===== src/inc/aux_hub_pkg.sv =====
/*
  constants, register indices and types of the auxiliary sensor hub master.
  assumes a 250 MHz system clock and a word-indexed register bus.
*/
`default_nettype none
package aux_hub_pkg;
  // ==========================================================
  // banks and register indices (byte address = 4 * index)
  localparam logic [7:0] BANK_MAIN = 8'h00;
  localparam logic [7:0] BANK_HUB = 8'h40;
  localparam logic [7:0] IDX_BANK = 8'h01;
  localparam logic [7:0] IDX_HUB1 = 8'h02;
  localparam logic [7:0] IDX_MCFG = 8'h14;
  localparam logic [7:0] IDX_TGT = 8'h15;
  localparam logic [7:0] IDX_SUB = 8'h16;
  localparam logic [7:0] IDX_CFG = 8'h17;
  localparam logic [7:0] IDX_WVAL = 8'h21;
  localparam logic [7:0] IDX_FLAGS = 8'h22;
  localparam logic [7:0] IDX_IRQ_ST = 8'h50;
  localparam logic [7:0] IDX_IRQ_CLR = 8'h51;
  localparam logic [7:0] IDX_IRQ_EN = 8'h52;
  // ==========================================================
  // fields
  localparam int MC_ON = 2;
  localparam int MC_PU = 3;
  localparam int MC_PASS = 4;
  localparam int MC_EXT = 5;
  localparam int MC_ONCE = 6;
  localparam int FL_ENDOP = 0;
  localparam int FL_WDONE = 7;
  localparam int IRQ_ENDOP = 0;
  localparam int IRQ_WDONE = 1;
  localparam int HUB_REGS = 18;
  localparam logic [2:0] MAX_READ = 3'h6;
  // ==========================================================
  // reset values
  localparam logic [7:0] RST_REG = 8'h00;
  localparam logic [1:0] RST_IRQ = 2'h0;
  // ==========================================================
  // timing: quarter of an aux bit at 100 kHz
  localparam int CLK_MHZ = 250;
  localparam int QUARTER_NS = 2500;
  localparam int QUARTER_CYC = (QUARTER_NS * CLK_MHZ + 999) / 1000;
  // ==========================================================
  // engine states, gray along idle-start-byte-stop
  typedef enum logic [2:0] {
    S_IDLE = 3'h0,
    S_START = 3'h1,
    S_BYTE = 3'h3,
    S_STOP = 3'h7,
    S_RESTART = 3'h2
  } fsm_t;
endpackage
`default_nettype wire


===== src/inc/tick_if.sv =====
/*
  quarter-bit tick carrier between the hub master and its bit timer.
  assumes both ends run on the same clock.
*/
`timescale 1ns/100ps
`default_nettype none
interface tick_if;
  logic run;
  logic tick;
  modport src (input run, output tick);
  modport snk (output run, input tick);
endinterface
`default_nettype wire


===== src/verilog/aux_hub_master.sv =====
/*
  auxiliary i2c master of the sensor hub with its banked register file.
  assumes an avalon-mm master with word addresses and one-cycle accel ready pulses.
*/
// Decided for this implementation: the register addresses and the Avalon-MM interface to the registers.
`timescale 1ns/100ps
`default_nettype none
// What this block does
// - target address bit 0 selects read (1) or write (0).
// - sub-address is the external register read or written.
// - slot settings give the read count, zero to six bytes.
// - master config 4Ch enables slot 0, write-once, pull-ups.
// - pull-up enables follow the master config bit.
// - one-shot read ends with the end-of-operation flag set.
// - first byte read lands in the first hub output register.
// - continuous reads refresh outputs on every trigger.
// - one-shot write sends the slot 0 write value.
// - write-done flag set when a one-shot write completes.
// - pass-through ties the primary lines to the aux lines.
// - six-byte read fills the first six outputs in order.
// - eighteen hub output registers; reads fill only the first six, in read order.
module aux_hub_master
  import aux_hub_pkg::*;
#(
  parameter int QUARTER = QUARTER_CYC
) (
  input wire logic clk,
  input wire logic reset,
  input wire logic [7:0] avs_address,
  input wire logic avs_read,
  input wire logic avs_write,
  input wire logic [31:0] avs_writedata,
  output logic [31:0] avs_readdata,
  output logic avs_waitrequest,
  output logic irq,
  input wire logic accel_sample_ready,
  input wire logic aux_data_line_in,
  output logic aux_data_line_out,
  output logic aux_data_line_oe,
  output logic aux_clock_line_out,
  output logic aux_clock_line_oe,
  output logic aux_pullup_en,
  input wire logic pri_clock_in,
  input wire logic pri_data_in,
  output logic pri_data_out,
  output logic pri_data_oe
);
  // ==========================================================
  // state
  typedef struct packed {
    logic waitreq;
    logic [31:0] rdata;
    logic [7:0] bank;
    logic [7:0] tgt;
    logic [7:0] sub;
    logic [7:0] cfg;
    logic [7:0] wval;
    logic [7:0] mcfg;
    logic [HUB_REGS-1:0][7:0] hub;
    logic endop;
    logic wdone;
    logic [1:0] irq_st;
    logic [1:0] irq_en;
    logic irq;
    fsm_t fsm;
    logic [1:0] phase;
    logic [3:0] bitn;
    logic [7:0] sh;
    logic [2:0] step;
    logic [2:0] left;
    logic [4:0] ptr;
    logic nack;
    logic once;
    logic scl_lo;
    logic sda_lo;
    logic [2:0] drv_hist;
    logic pri_lo;
    logic trig_d;
  } hub_t;
  hub_t st_ff;
  hub_t nxt_st;
  logic [2:0] sync_q;
  logic sda_s;
  logic pscl_s;
  logic psda_s;
  logic take;
  logic wr;
  logic [7:0] wd;
  logic in_hub;
  logic [7:0] hoff;
  logic [7:0] rd_val;
  logic rd_flags;
  logic trig;
  logic ev_end;
  logic ev_wd;
  logic [2:0] numop;
  tick_if tk ();
  // ==========================================================
  // input synchronisers and bit timer
  sync_2ff #(.W(3)) u_sync (
    .clk(clk),
    .reset(reset),
    .d({aux_data_line_in, pri_clock_in, pri_data_in}),
    .q(sync_q)
  );
  assign sda_s = sync_q[2];
  assign pscl_s = sync_q[1];
  assign psda_s = sync_q[0];
  bit_timer #(.DIV(QUARTER)) u_timer (
    .clk(clk),
    .reset(reset),
    .tk(tk)
  );
  assign tk.run = (st_ff.fsm != S_IDLE);
  // ==========================================================
  // register read mux
  assign take = (avs_read | avs_write) & st_ff.waitreq;
  assign wr = avs_write & st_ff.waitreq;
  assign wd = avs_writedata[7:0];
  assign in_hub = (st_ff.bank == BANK_HUB);
  assign hoff = avs_address - IDX_HUB1;
  assign numop = (st_ff.cfg[2:0] > MAX_READ) ? MAX_READ : st_ff.cfg[2:0];
  always_comb begin
    rd_val = 8'h00;
    if (avs_address == IDX_BANK) begin
      rd_val = st_ff.bank;
    end else if (avs_address == IDX_FLAGS) begin
      rd_val = {st_ff.wdone, 6'h00, st_ff.endop};
    end else if (in_hub) begin
      if (avs_address == IDX_TGT) rd_val = st_ff.tgt;
      if (avs_address == IDX_SUB) rd_val = st_ff.sub;
      if (avs_address == IDX_CFG) rd_val = st_ff.cfg;
      if (avs_address == IDX_WVAL) rd_val = st_ff.wval;
      if (avs_address == IDX_MCFG) rd_val = st_ff.mcfg;
      if (hoff < 8'(HUB_REGS)) rd_val = st_ff.hub[hoff[4:0]];
    end else begin
      if (avs_address == IDX_IRQ_ST) rd_val = {6'h00, st_ff.irq_st};
      if (avs_address == IDX_IRQ_EN) rd_val = {6'h00, st_ff.irq_en};
    end
  end
  assign rd_flags = avs_read & st_ff.waitreq & (avs_address == IDX_FLAGS);
  // ==========================================================
  // next state
  always_comb begin
    nxt_st = st_ff;
    ev_end = 1'b0;
    ev_wd = 1'b0;
    trig = accel_sample_ready & ~st_ff.trig_d;
    nxt_st.trig_d = accel_sample_ready;
    // one wait state, then the answer; unmapped reads give zero
    nxt_st.waitreq = ~take;
    if (take) begin
      nxt_st.rdata = {24'h0, rd_val};
    end
    if (wr) begin
      if (avs_address == IDX_BANK) nxt_st.bank = wd;
      if (in_hub && avs_address == IDX_TGT) nxt_st.tgt = wd;
      if (in_hub && avs_address == IDX_SUB) nxt_st.sub = wd;
      if (in_hub && avs_address == IDX_CFG) nxt_st.cfg = wd;
      if (in_hub && avs_address == IDX_WVAL) nxt_st.wval = wd;
      if (in_hub && avs_address == IDX_MCFG) begin
        nxt_st.mcfg = wd;
        nxt_st.once = 1'b0;
      end
      if (!in_hub && avs_address == IDX_IRQ_EN) nxt_st.irq_en = wd[1:0];
      if (!in_hub && avs_address == IDX_IRQ_CLR) nxt_st.irq_st = st_ff.irq_st & ~wd[1:0];
    end
    // ---- aux engine; a disabled master still finishes its transfer
    unique case (st_ff.fsm)
      S_IDLE: begin
        nxt_st.sda_lo = 1'b0;
        nxt_st.scl_lo = 1'b0;
        // writes run once under write-once; reads repeat on every trigger
        if (trig && st_ff.mcfg[MC_ON] && !st_ff.mcfg[MC_EXT] && !st_ff.mcfg[MC_PASS] &&
            !(!st_ff.tgt[0] && st_ff.mcfg[MC_ONCE] && st_ff.once)) begin
          nxt_st.fsm = S_START;
          nxt_st.phase = 2'h0;
          nxt_st.nack = 1'b0;
        end
        if (st_ff.mcfg[MC_PASS]) begin
          // primary drives aux; echo aux lows back only when not self-made
          nxt_st.scl_lo = ~pscl_s;
          nxt_st.sda_lo = ~psda_s;
        end
      end
      S_START: begin
        if (tk.tick) begin
          nxt_st.phase = st_ff.phase + 2'h1;
          if (st_ff.phase == 2'h1) nxt_st.sda_lo = 1'b1;
          if (st_ff.phase == 2'h2) nxt_st.scl_lo = 1'b1;
          if (st_ff.phase == 2'h3) begin
            nxt_st.fsm = S_BYTE;
            nxt_st.sh = {st_ff.tgt[7:1], 1'b0};
            nxt_st.bitn = 4'h0;
            nxt_st.step = 3'h0;
          end
        end
      end
      S_RESTART: begin
        if (tk.tick) begin
          nxt_st.phase = st_ff.phase + 2'h1;
          if (st_ff.phase == 2'h0) nxt_st.sda_lo = 1'b0;
          if (st_ff.phase == 2'h1) nxt_st.scl_lo = 1'b0;
          if (st_ff.phase == 2'h2) nxt_st.sda_lo = 1'b1;
          if (st_ff.phase == 2'h3) begin
            nxt_st.scl_lo = 1'b1;
            nxt_st.fsm = S_BYTE;
            nxt_st.sh = {st_ff.tgt[7:1], 1'b1};
            nxt_st.bitn = 4'h0;
            nxt_st.step = 3'h3;
          end
        end
      end
      S_BYTE: begin
        if (tk.tick) begin
          nxt_st.phase = st_ff.phase + 2'h1;
          unique case (st_ff.phase)
            2'h0: begin
              if (st_ff.step == 3'h4) begin
                // master acks every byte but the last
                nxt_st.sda_lo = (st_ff.bitn == 4'h8) && (st_ff.left != 3'h1);
              end else begin
                nxt_st.sda_lo = (st_ff.bitn != 4'h8) && !st_ff.sh[7];
              end
            end
            2'h1: nxt_st.scl_lo = 1'b0;
            2'h2: begin
              if (st_ff.bitn != 4'h8) begin
                nxt_st.sh = {st_ff.sh[6:0], sda_s};
              end else if (st_ff.step != 3'h4) begin
                nxt_st.nack = sda_s;
              end
            end
            2'h3: begin
              nxt_st.scl_lo = 1'b1;
              nxt_st.bitn = st_ff.bitn + 4'h1;
              if (st_ff.bitn == 4'h8) begin
                nxt_st.bitn = 4'h0;
                unique case (st_ff.step)
                  3'h0: begin
                    nxt_st.sh = st_ff.sub;
                    nxt_st.step = 3'h1;
                  end
                  3'h1: begin
                    if (st_ff.tgt[0]) begin
                      nxt_st.fsm = S_RESTART;
                    end else begin
                      nxt_st.sh = st_ff.wval;
                      nxt_st.step = 3'h2;
                    end
                  end
                  3'h2: nxt_st.fsm = S_STOP;
                  3'h3: begin
                    nxt_st.step = 3'h4;
                    nxt_st.left = numop;
                    nxt_st.ptr = 5'h0;
                    if (numop == 3'h0) nxt_st.fsm = S_STOP;
                  end
                  default: begin
                    nxt_st.hub[st_ff.ptr] = st_ff.sh;
                    nxt_st.ptr = st_ff.ptr + 5'h1;
                    nxt_st.left = st_ff.left - 3'h1;
                    if (st_ff.left == 3'h1) nxt_st.fsm = S_STOP;
                  end
                endcase
                if (st_ff.nack && st_ff.step != 3'h4) nxt_st.fsm = S_STOP;
              end
            end
          endcase
        end
      end
      S_STOP: begin
        if (tk.tick) begin
          nxt_st.phase = st_ff.phase + 2'h1;
          if (st_ff.phase == 2'h0) nxt_st.sda_lo = 1'b1;
          if (st_ff.phase == 2'h1) nxt_st.scl_lo = 1'b0;
          if (st_ff.phase == 2'h2) nxt_st.sda_lo = 1'b0;
          if (st_ff.phase == 2'h3) begin
            nxt_st.fsm = S_IDLE;
            ev_end = 1'b1;
            ev_wd = (st_ff.step == 3'h2);
            if (st_ff.step == 3'h2 && st_ff.mcfg[MC_ONCE]) nxt_st.once = 1'b1;
          end
        end
      end
      default: nxt_st.fsm = S_IDLE;
    endcase
    // ---- flags: set wins over the clear on read
    nxt_st.endop = (st_ff.endop & ~rd_flags) | ev_end;
    nxt_st.wdone = (st_ff.wdone & ~rd_flags) | ev_wd;
    nxt_st.irq_st[IRQ_ENDOP] = nxt_st.irq_st[IRQ_ENDOP] | ev_end;
    nxt_st.irq_st[IRQ_WDONE] = nxt_st.irq_st[IRQ_WDONE] | ev_wd;
    nxt_st.irq = |(nxt_st.irq_st & nxt_st.irq_en);
    // history of own aux drive stops the echo loop through the synchroniser
    nxt_st.drv_hist = {st_ff.drv_hist[1:0], st_ff.sda_lo};
    nxt_st.pri_lo = st_ff.mcfg[MC_PASS] && (st_ff.fsm == S_IDLE) && !sda_s &&
                    !(|st_ff.drv_hist) && !st_ff.sda_lo && !nxt_st.sda_lo;
  end
  // ==========================================================
  // registers
  always_ff @(posedge clk or posedge reset) begin
    if (reset) begin
      st_ff <= '0;
      st_ff.waitreq <= 1'b1;
      st_ff.bank <= RST_REG;
      st_ff.mcfg <= RST_REG;
      st_ff.irq_en <= RST_IRQ;
      st_ff.fsm <= S_IDLE;
    end else begin
      st_ff <= nxt_st;
    end
  end
  // ==========================================================
  // outputs; open-drain lines only ever pull low
  assign avs_readdata = st_ff.rdata;
  assign avs_waitrequest = st_ff.waitreq;
  assign irq = st_ff.irq;
  assign aux_data_line_out = 1'b0;
  assign aux_data_line_oe = st_ff.sda_lo;
  assign aux_clock_line_out = 1'b0;
  assign aux_clock_line_oe = st_ff.scl_lo;
  assign aux_pullup_en = st_ff.mcfg[MC_PU];
  assign pri_data_out = 1'b0;
  assign pri_data_oe = st_ff.pri_lo;

  logic byte_end;
  assign byte_end = (st_ff.fsm == S_BYTE) && tk.tick && st_ff.phase == 2'h3 && st_ff.bitn == 4'h8;
endmodule
`default_nettype wire


===== src/verilog/sync_2ff.sv =====
/*
  two flip-flop synchroniser for a group of independent levels.
  assumes each bit is a slow level from outside the clock domain.
*/
`timescale 1ns/100ps
`default_nettype none
module sync_2ff #(
  parameter int W = 1
) (
  input wire logic clk,
  input wire logic reset,
  input wire logic [W-1:0] d,
  output logic [W-1:0] q
);
  // ==========================================================
  // state
  typedef struct packed {
    logic [W-1:0] meta;
    logic [W-1:0] q;
  } sync_t;
  sync_t st_ff;
  sync_t nxt_st;
  always_comb begin
    nxt_st.meta = d;
    nxt_st.q = st_ff.meta;
  end
  // idle bus lines are high, so reset to ones
  always_ff @(posedge clk or posedge reset) begin
    if (reset) begin
      st_ff <= '1;
    end else begin
      st_ff <= nxt_st;
    end
  end
  assign q = st_ff.q;
endmodule
`default_nettype wire


===== src/verilog/bit_timer.sv =====
/*
  quarter-bit tick generator for the aux clock line.
  assumes run is held while a transfer is in progress.
*/
`timescale 1ns/100ps
`default_nettype none
module bit_timer
  import aux_hub_pkg::*;
#(
  parameter int DIV = QUARTER_CYC
) (
  input wire logic clk,
  input wire logic reset,
  tick_if.src tk
);
  // ==========================================================
  // state
  typedef struct packed {
    logic [15:0] cnt;
    logic tick;
  } tmr_t;
  tmr_t st_ff;
  tmr_t nxt_st;
  always_comb begin
    nxt_st = st_ff;
    nxt_st.tick = 1'b0;
    if (!tk.run) begin
      nxt_st.cnt = 16'h0;
    end else if (st_ff.cnt == 16'(DIV - 1)) begin
      nxt_st.cnt = 16'h0;
      nxt_st.tick = 1'b1;
    end else begin
      nxt_st.cnt = st_ff.cnt + 16'h1;
    end
  end
  always_ff @(posedge clk or posedge reset) begin
    if (reset) begin
      st_ff <= '0;
    end else begin
      st_ff <= nxt_st;
    end
  end
  assign tk.tick = st_ff.tick;
endmodule
`default_nettype wire


===== config.mk =====
export PLATFORM = sky130hd
export DESIGN_NAME = aux_hub_master
export DESIGN_NICKNAME = d
export VERILOG_FILES = /design/src/inc/aux_hub_pkg.sv /design/src/inc/tick_if.sv /design/src/verilog/aux_hub_master.sv /design/src/verilog/sync_2ff.sv /design/src/verilog/bit_timer.sv
export SDC_FILE = /design/constraint.sdc
export NUM_CORES = 1
export LEC_CHECK = 0
export BUFFER_PORTS_ARGS = -buffer_cell sky130_fd_sc_hd__buf_2
export CORE_MARGIN = 4
export CORE_UTILIZATION = 66
export DETAILED_ROUTE_END_ITERATION = 8
export PLACE_DENSITY = 0.93
export SYNTH_ARGS = -nofsm -noshare
export SYNTH_HDL_FRONTEND = slang
export SYNTH_HIERARCHICAL = 1
export SYNTH_SLANG_ARGS = --single-unit

===== constraint.sdc =====
create_clock -name clk -period 19.1 [get_ports clk]
set_clock_uncertainty 0.05 [all_clocks]
set_input_delay 0 -clock clk [delete_from_list [all_inputs] [get_ports clk]]
set_output_delay 0 -clock clk [all_outputs]
set_load 0.05 [all_outputs]

# Yosys cells after proc, flatten, opt, wreduce, memory -nomap -nowiden
# Cells that the tools add are included.
# Widths: inputs -> output; s select.
[totals]
reg_bits = 268
latch_bits = 0
ramBits = 0
rom_bits = 0
in_bits = 48
out_inout_bits = 41
wordCells = 281
memories = 0
[op_classes]
addsub = 6
mul = 0
n_div = 0
order_cmp = 5
eq_ne = 54
shifts = 0
mux = 85
n_bitwise = 22
n_reduce_logical = 60
[op_table]
columns = ["op", "n"]
rows = [
  ["$bwmux 144", 1],
  ["$mux 8", 13],
  ["$pmux 8 s2", 3],
  ["$pmux 15 s3", 1],
  ["$bmux 8 s5", 1],
  ["$demux 8 s5", 1],
  ["$mux 20", 2],
  ["$eq 8x5->1 const B", 4],
  ["$eq 8x7->1 const B", 4],
  ["$mux 16", 2],
  ["$mux 15", 2],
  ["$mux 3", 10],
  ["$mux 29", 1],
  ["$mux 1", 27],
  ["$logic_and 1x1->1", 23],
  ["$mux 23", 1],
  ["$mux 11", 2],
  ["$ne 3x3->1 const B", 7],
  ["$ne 2x2->1 const B", 10],
  ["$pmux 2 s5", 2],
  ["$add 16x1->16 const B", 1],
  ["$eq 16x10->1 const B", 1],
  ["$eq 8x6->1 const B", 2],
  ["$ne 4x4->1 const B", 4],
  ["other kinds (49)", 107],
]

# Logic depth before layout (Yosys ltp)
# Gate-level depths: netlist of the first run.
[depth]
depth_word = 10
depth_mapped = 13
ltp_nobuf = 8

# Modules after synthesis
# The synthesis of the first run kept the hierarchy.
[by_module_without_submodules]
columns = ["mod", "n_inst", "cells_each", "area_each_um2", "seq_area_each_um2"]
rows = [
  ["aux_hub_master", 1, 1122, 12296.8, 6132.1],
  ["bit_timer", 1, 85, 877.1, 425.4],
  ["sync_2ff", 1, 7, 161.4, 157.7],
]

# Worst setup path before layout of the first run
# OpenSTA, ideal clock, no wires.
[synth_timing]
path_kind = "input -> register"
from = "input avs_address[1]"
to = "register st_ff, in the netlist avs_readdata[7]"
setup_ns = 0.130
t_arrival_ns = 2.455
required_time_ns = 18.920
slack_ns = 16.465
cell_stages = 11
n_path_buf = 5
cell_sequence = "buf_2 > buf_4 > buf_4 > inv_1 > buf_2 > ha_1 > xor2_1 > buf_2 > mux4_2 > a211oi_1 > o22ai_1"
[synth_via]
elab_chain_len = 10
word_cells_on_any_way = 20
cone_classes = "1 x add/sub; 1 x order compare; 7 x eq/ne; 11 x mux"
[synth_lines]
columns = ["item", "line_no", "source"]
rows = [
  ["start, declared", "aux_hub_master.sv:29", "input wire logic [7:0] avs_address,"],
  ["parallel branches: the longest is 9 deep, another holds $sub 8x2->8", "n/a", ""],
  ["$mux 8 *", "aux_hub_master.sv:125", "if (avs_address == IDX_BANK) begin"],
  ["end signal, assigned", "aux_hub_master.sv:310", "st_ff <= nxt_st;"],
  ["end, declared", "aux_hub_master.sv:80", "hub_t st_ff;"],
]
# Every way passes the cells marked *. The select of a mux whose other input is x is not followed.
# A chain may end at the register's enable or synchronous reset.

# Final worst setup path of the first run
[layout_timing]
from = "input avs_address[1]"
to = "register st_ff, in the netlist avs_readdata[1]"
# The elaborated chain is that of the path after synthesis.

==> results of run 1 <==
==> cell usage after synthesis, types with 5 or more instances <==
| cell type | count |
|---|---|
| buf_2 | 17 |
| o22ai_1 | 11 |
| a21o_1 | 7 |
| mux2i_1 | 29 |
| mux4_2 | 32 |
| inv_1 | 33 |
| a22oi_1 | 10 |
| dfrtp_1 | 261 |
| xnor2_1 | 16 |
| ha_1 | 15 |
| mux2_2 | 89 |
| and3_1 | 15 |
| nor3b_1 | 5 |
| xor2_1 | 7 |
| mux4_1 | 5 |
| nand2b_1 | 6 |
| buf_4 | 42 |
| clkbuf_1 | 36 |
| nand4_1 | 6 |
| a211oi_1 | 6 |
| dfstp_2 | 7 |
| or3_1 | 6 |
| nor2b_1 | 5 |
| nor2_1 | 59 |
| o221ai_1 | 6 |
| a21oi_1 | 30 |
| nand3_1 | 29 |
| nand2_1 | 167 |
| o21ai_0 | 149 |
| nor3_1 | 16 |
==> cell families (layout without fill, tap and decap cells) <==
logic type,Yosys count,after routing,share of synthesized area
DFF,268,268,0.504
adders and majority gates,15,15,0.0141
other,1,27,0.000281
buffers and inverters,131,137,0.0515
muxes,155,155,0.161
xor gates and xnor gates,23,23,0.0151
and+or+nand+nor,360,360,0.138
AOI/OAI and AO/OA,261,261,0.116
==> cell type report <==
| type | count | share of cell area |
|---|---|---|
| Clock buffer | 38 | 0.0530 |
| Clock inverter | 9 | 0.00650 |
| Tap cell | 265 | 0.0230 |
| Timing Repair Buffer | 57 | 0.0258 |
| Multi-Input combinational cell | 841 | 0.418 |
| Sequential cell | 268 | 0.465 |
| Inverter | 33 | 0.00910 |
==> critical path, cell delays in order <==
cell,delay (ns)
buf_2,0.08
buf_4,0.56
inv_1,0.51
ha_1,0.91
nand2_1,0.21
o211ai_1,0.24
nand3_1,0.51
a2111oi_0,0.60
o41a_1,0.21
==> per-stage QoR <==
stage          hold WS [ns]  cells
5_1_grt              0.0731   1511
2_1_floorplan        -0.124   1240
3_5_place_dp         0.0566   1449
3_3_place_gp         0.0563   1449
4_1_cts              0.0393   1511
6_report             0.0669   1511
==> flip-flops by register name, indices dropped and copies added (netlist names), 2 cells and up <==
register and cells:
avs_readdata 8, nxt_st 2, st_ff 229, u_sync/nxt_st 3, u_sync/q 3, u_timer/st_ff 16
==> per-layer routing <==
layer | GRT usage | vias to the layer above | part of all wire
li1 | - | 4319 | -
met5 | 0 | - | 0
met2 | 0.515 | 814 | 0.48
met3 | 0.0837 | 205 | 0.11
met1 | 0.410 | 5109 | 0.35
met4 | 0.173 | 0 | 0.063
==> worst paths after layout <==
path                                     from               end  slack (ns)  cells past startpoint
min in group asynchronous               reset  u_timer/st_ff[2]        0.14                      3
hold reg to reg              u_sync/nxt_st[2]       u_sync/q[2]        0.30                      0
setup / recovery               avs_address[1]   avs_readdata[1]       15.66                      9
hold / removal             accel_sample_ready          st_ff[0]        0.07                      2
setup reg to reg                    st_ff[36]        st_ff[139]       15.73                      5
max in group asynchronous               reset         st_ff[47]       16.98                      4
==> power groups by stage <==
stage	logic [mW]	registers, mW	clock network [mW]
finish	0.137	0.599	0.512
global route	0.151	0.601	0.536
CTS	0.134	0.598	0.515
detailed placement	0.129	0.608	0
global placement	0.126	0.607	0
floorplan	0.113	0.601	0
==> placed cells by master (no fill, tap or decap), types with 4 or more instances in the layout <==
cell,synthesis,final
inv_1,33,32
or3_1,6,6
a22oi_1,10,10
o211ai_1,4,4
nor2_2,4,4
a211oi_1,6,6
ha_1,15,15
nor2b_1,5,5
mux4_2,32,32
nand2_1,167,167
mux2i_1,29,29
a21o_1,7,7
clkbuf_16,0,26
o221ai_1,6,6
dfstp_2,7,7
nor3_1,16,16
nand3_1,29,29
dlygate4sd3_1,0,15
o2bb2ai_1,4,4
nor3b_1,5,5
mux4_1,5,5
nand4_1,6,6
a21oi_1,30,30
buf_4,42,5
xnor2_1,16,16
buf_2,17,37
clkbuf_8,0,7
a31oi_1,4,4
nor4_1,4,4
xor2_1,7,7
dfrtp_1,261,261
o21ai_0,149,149
conb_1,1,27
o22ai_1,11,11
nand2b_1,6,6
clkbuf_1,36,5
and3_1,15,15
nor2_1,59,59
mux2_2,89,89
==> summary.md, run 1 <==
| Metric | Value |
|---|---|
| Status | finished clean |
| Clock root buffer master | clkbuf_16 |
| CTS clk-pin slew, worst paths | about 0.06 ns |
| Worst VDD drop | 67.8 uV |
| Routed Antenna Nets | 0 |
| CTS resizes | 0 |
| Setup bufs post-CTS | 0 |
| FMAX | 291 MHz |
| # rows | 51 |
| Gpl congestion | approximately 0.92 |
| Pwr Total | ~1.2 mW |
| Wire length per cell | about 23 um |
| Area occupied by multi-input gates | 0.00603 mm^2 |
| Hold crit path type | input pin to flop |
| DIE WIDTH | 150 um |
| Cts hold-fix bufs | 15 |
| Area growth syn-to-layout | 8.29% |
| Core ar. | between 0.015 and 0.02 mm^2 |
| Measured slew at the worst slew-check pin | approximately 1.3 ns |
| P_leak | approximately 6.5 nW |
| Clock buffer count from CTS | 26 |
| Fin nets | ~1300 |
| DP Wirelength | approximately 21000 um |
| Dominant synthesized flop cell | dfrtp_1 |
| Crit Path Class | input pin to flop |
| Crit Path Max Fanout | 43 |
| Die ar. | 0.0225 mm^2 |
| Starting DRT DRC Count | 1167 |
| Area leader, netlist | dfrtp_1 |
| Number of flops mapped to enable cells by yosys | 0 |
| Clock Latency Late Sink | between 0.5 and 0.6 ns |
| Finished layout cell area | about 0.014 mm^2 |
| Fin crit period | between 3 and 4 ns |
| Vias per cell | 6.91 |
| Setup TNS | 0 ns |
| Die Y | approximately 150 um |
| Register Area | approximately 0.0067 mm^2 |
| Starting Density | 0.679 |
| First-pass GRT wire length | 57100 um |
| RSZ-0062 raised after global routing | false |
| CP Capture Type | flop |
| Share of cells above drive strength 1 | 0.195 |
| Yosys top cell area share | 0.490 |
| # diodes | 0 |
| Synthesized cell area | around 0.013 mm^2 |
| Internal | 0.912 mW |
| Area after DPL | around 0.013 mm^2 |
| Gr ovfl total | 0 |
| Layout Utilization | 0.735 |
| Fin. max-slew vios | 0 |
| Sink Count | about 270 |
| Gr usage total | 0.323 |
| CTS Buffer Depth | 3 |
| Pwr Density | about 86 mW/mm^2 |
| Switching share of power | 0.269 |
| Mean Syn Cell Area | between 10 and 15 um^2 |
| Pre-CTS setup slack | 15.25 ns |
| Pre-Repair DR Iteration Count | 8 |
| Critical Path RT | between 15 and 20 ns |
| Pin count of the biggest net entering global routing | approximately 160 |
| Sequential area share after synthesis | 0.504 |
| Final setup viols | 0 |
| Final worst-path cycle share | 0.180 |
| Post-synth ARST share | 1.00 |
| MaxCap Viol Count | 0 |
| CTS H-tree depth | 1 |
| Critical Path AT | roughly 3.9 ns |
| CP startpoint kind | input pin |
| Psw | around 0.34 mW |
| Filler cell count | between 1000 and 1500 |
| Number of global-route vias before repair | between 10000 and 15000 |
| Cells after Synth | approximately 1200 |
| I/O Pins | 89 |
| CTS tree | built |
| Post-synth cell types | 82 |
| Synth Register Bits | 268 |
| Area contributors post-synth | dfrtp_1, mux2_2, o21ai_0 |
| Setup ws final | about 16 ns |
| Seq pwr share | 0.480 |
| Slew HR | 0.139 |
| Initial antenna violation count | 1 |
| Comb power frac | 0.110 |
| Clk pwr share | 0.410 |
| Via count | between 10000 and 15000 |
| Drt total wl | between 30000 and 40000 um |
| IO Port Bufs | 37 |
| Final Hold Viols | 0 |
| Residual DRC count | 0 |
| Ys Warns | 6 |
(Power assumes the default switching activity.)
==> run 2, diff against run 1 <==
Settings changed: CORE_UTILIZATION 66 to 55, PLACE_DENSITY 0.93 to 0.83.
Clock period 19.1 ns to 2.75 ns, I/O delays scaled along.
==> summary.md, run 2 (synthesized netlist as in run 1, its figures left out) <==
| Metric | Value |
|---|---|
| Status | finished clean |
| Worst VDD drop | between 500 and 600 uV |
| Slew HR | 0.518 |
| Setup bufs post-CTS | 0 |
| Finished layout cell area | between 0.01 and 0.015 mm^2 |
| Seq pwr share | 0.452 |
| Largest register FFs | ~230 |
| Die Y | 164 um |
| Switching share of power | 0.255 |
| Reg-to-reg startpoint | st_ff[28] |
| Starting Density | 0.563 |
| Hold crit path type | input pin to async pin |
| Starting DRT DRC Count | between 900 and 1000 |
| Psw | 2.33 mW |
| GRT busiest layer | met2 |
| Gr usage total | 0.242 |
| CP startpoint kind | flop |
| Pwr Total | just over 9 mW |
| Final worst-path cycle share | 0.918 |
| End of the critical path | pri_data_oe |
| Fin crit period | 2.52 ns |
| CP startpoint | st_ff[28] |
| Number of global-route vias before repair | just under 10000 |
| Routed Antenna Nets | 0 |
| Critical Path RT | ~3.1 ns |
| Core ar. | around 0.024 mm^2 |
| FMAX | a little under 400 MHz |
| Crit path depth | 9 |
| FF-to-FF setup slack | around 0.23 ns |
| Fin nets | between 1000 and 1500 |
| Gpl congestion | approximately 0.9 |
| Residual DRC count | 0 |
| Die ar. | around 0.027 mm^2 |
| Commonest cells after routing, fill and taps aside | dfrtp_1, nand2_1, o21ai_0 |
| Critical Path AT | 2.90 ns |
| CP Capture Type | flop |
| DIE WIDTH | between 150 and 200 um |
| Wire length per cell | 20.1 um |
| Share of cells above drive strength 1 | 0.215 |
| Crit path top cell by count | a31oi_1 |
| Grt met3 use | 0.0376 |
| Critical-path top delay cell | or4_4 |
| Commonest non-fill, non-tap cell in the layout | dfrtp_1 |
| CTS H-tree depth | 1 |
| I/O Pins | 89 |
| Drt total wl | roughly 32000 um |
| Largest Register | st_ff |
| Clk pwr share | 0.440 |
| Area after DPL | around 0.014 mm^2 |
| Sink Count | about 270 |
| CTS Buffer Depth | 3 |
| R2R depth | 9 |
| MaxCap Viol Count | 0 |
| Final worst hold slack | approximately 0.042 ns |
| CP cell instances | inv_1, ha_1, and3b_1, buf_4, nor3_1, a31oi_1, a31oi_1, or4_4, nor4_1 |
| CTS tree | built |
| Met2 Resource Use GR | 0.405 |
| IO Port Bufs | 37 |
| Final setup viols | 0 |
| Internal | just under 7 mW |
| Setup TNS | 0 ns |
| Vias per cell | ~6.1 |
| Comb power frac | 0.108 |
| Pin count of the biggest net entering global routing | between 100 and 150 |
| Clock buffer count from CTS | 28 |
| Final Hold Viols | 0 |
| Gr ovfl total | 0 |
| Fin. max-slew vios | 0 |
| Crit Path Max Fanout | 6 |
| Via count | around 10000 |
| Met1 Use GR | 0.319 |
| RSZ-0062 raised after global routing | false |
| First-pass GRT wire length | just over 50000 um |
| Crit Path Class | flop to flop |
| RR Endpoint | pri_data_oe |
| Pwr Density | around 610 mW/mm^2 |
| Area growth syn-to-layout | 12.2% |
| Pre-Repair DR Iteration Count | 6 |
| # diodes | 0 |
| CTS clk-pin slew, worst paths | roughly 0.060 ns |
| Cell family with most CP delay | simple AND/OR/NAND/NOR gates |
| Initial antenna violation count | 0 |
| DP Wirelength | roughly 21000 um |
| Measured slew at the worst slew-check pin | around 0.72 ns |
| Delay of the slowest cell on the worst path | about 0.54 ns |
| Clock Latency Late Sink | 0.55 ns |
| Clock root buffer master | clkbuf_16 |
| P_leak | about 6.8 nW |
| Crit path buf inv count | 2 |
| # rows | 56 |
| Filler cell count | 1787 |
[run 2: power by group through the flow]
stage / sequential, mW / combinational, mW / clock, mW
after detailed placement: 4.21 / 0.956 / 0
after global placement: 4.20 / 0.935 / 0
final: 4.14 / 0.993 / 4.02
after CTS: 4.14 / 0.981 / 4.06
after global routing: 4.15 / 1.09 / 4.23
after floorplan: 4.17 / 0.785 / 0
[run 2: worst min-delay path by stage]
| stage | startpoint | to | slack [ns] | cells past startpoint |
|---|---|---|---|---|
| final | reset | u_timer/st_ff[2] | 0.04 | 3 |
| after global routing | aux_data_line_in | u_sync/nxt_st[2] | 0.06 | 2 |
| after CTS | aux_data_line_in | u_sync/nxt_st[2] | 0.03 | 2 |
| after detailed placement | reset | st_ff[31] | -0.08 | 2 |
| after global placement | reset | st_ff[31] | -0.08 | 2 |
| after floorplan | reset | u_timer/st_ff[10] | -0.12 | 1 |
[run 2: per-stage QoR]
step / setup WS (ns) / std cells / utilization
floorplan: -0.517 / 1240 / -
global placement: 0.431 / 1538 / 0.583
detailed placement: 0.330 / 1538 / 0.583
CTS: 0.332 / 1604 / 0.631
global route: 0.129 / 1604 / 0.631
finish: 0.226 / 1604 / 0.631
[run 2: tightest hold or removal path, cell delays in order]
cell,delay [ns]
dlygate4sd3_1,0.52
buf_2,0.13
inv_1,0.46
[run 2: cell type report]
class	instances	area, um^2	area share
inverters	33	128	0.00853
well taps	319	399	0.0267
clock buffers	42	815	0.0545
repair buffers	94	706	0.0472
clock inverters	7	163	0.0109
flip-flops and latches	268	6720	0.449
multi-input cells	841	6030	0.403
[run 2: routing by layer]
layer  vias up  wire length, um  share of wire
met1      4944            13200           0.41
met4         0             1290          0.040
met3        94             2230          0.069
met5         -                0              0
met2       432            15500           0.48
li1       4394                -              -
[run 2: what timing repair did]
item | 4_1_cts | 5_1_grt
endpoints found under the hold margin | 327 | 0
resized for setup | 0 | 0
hold buffers | 17 | 0
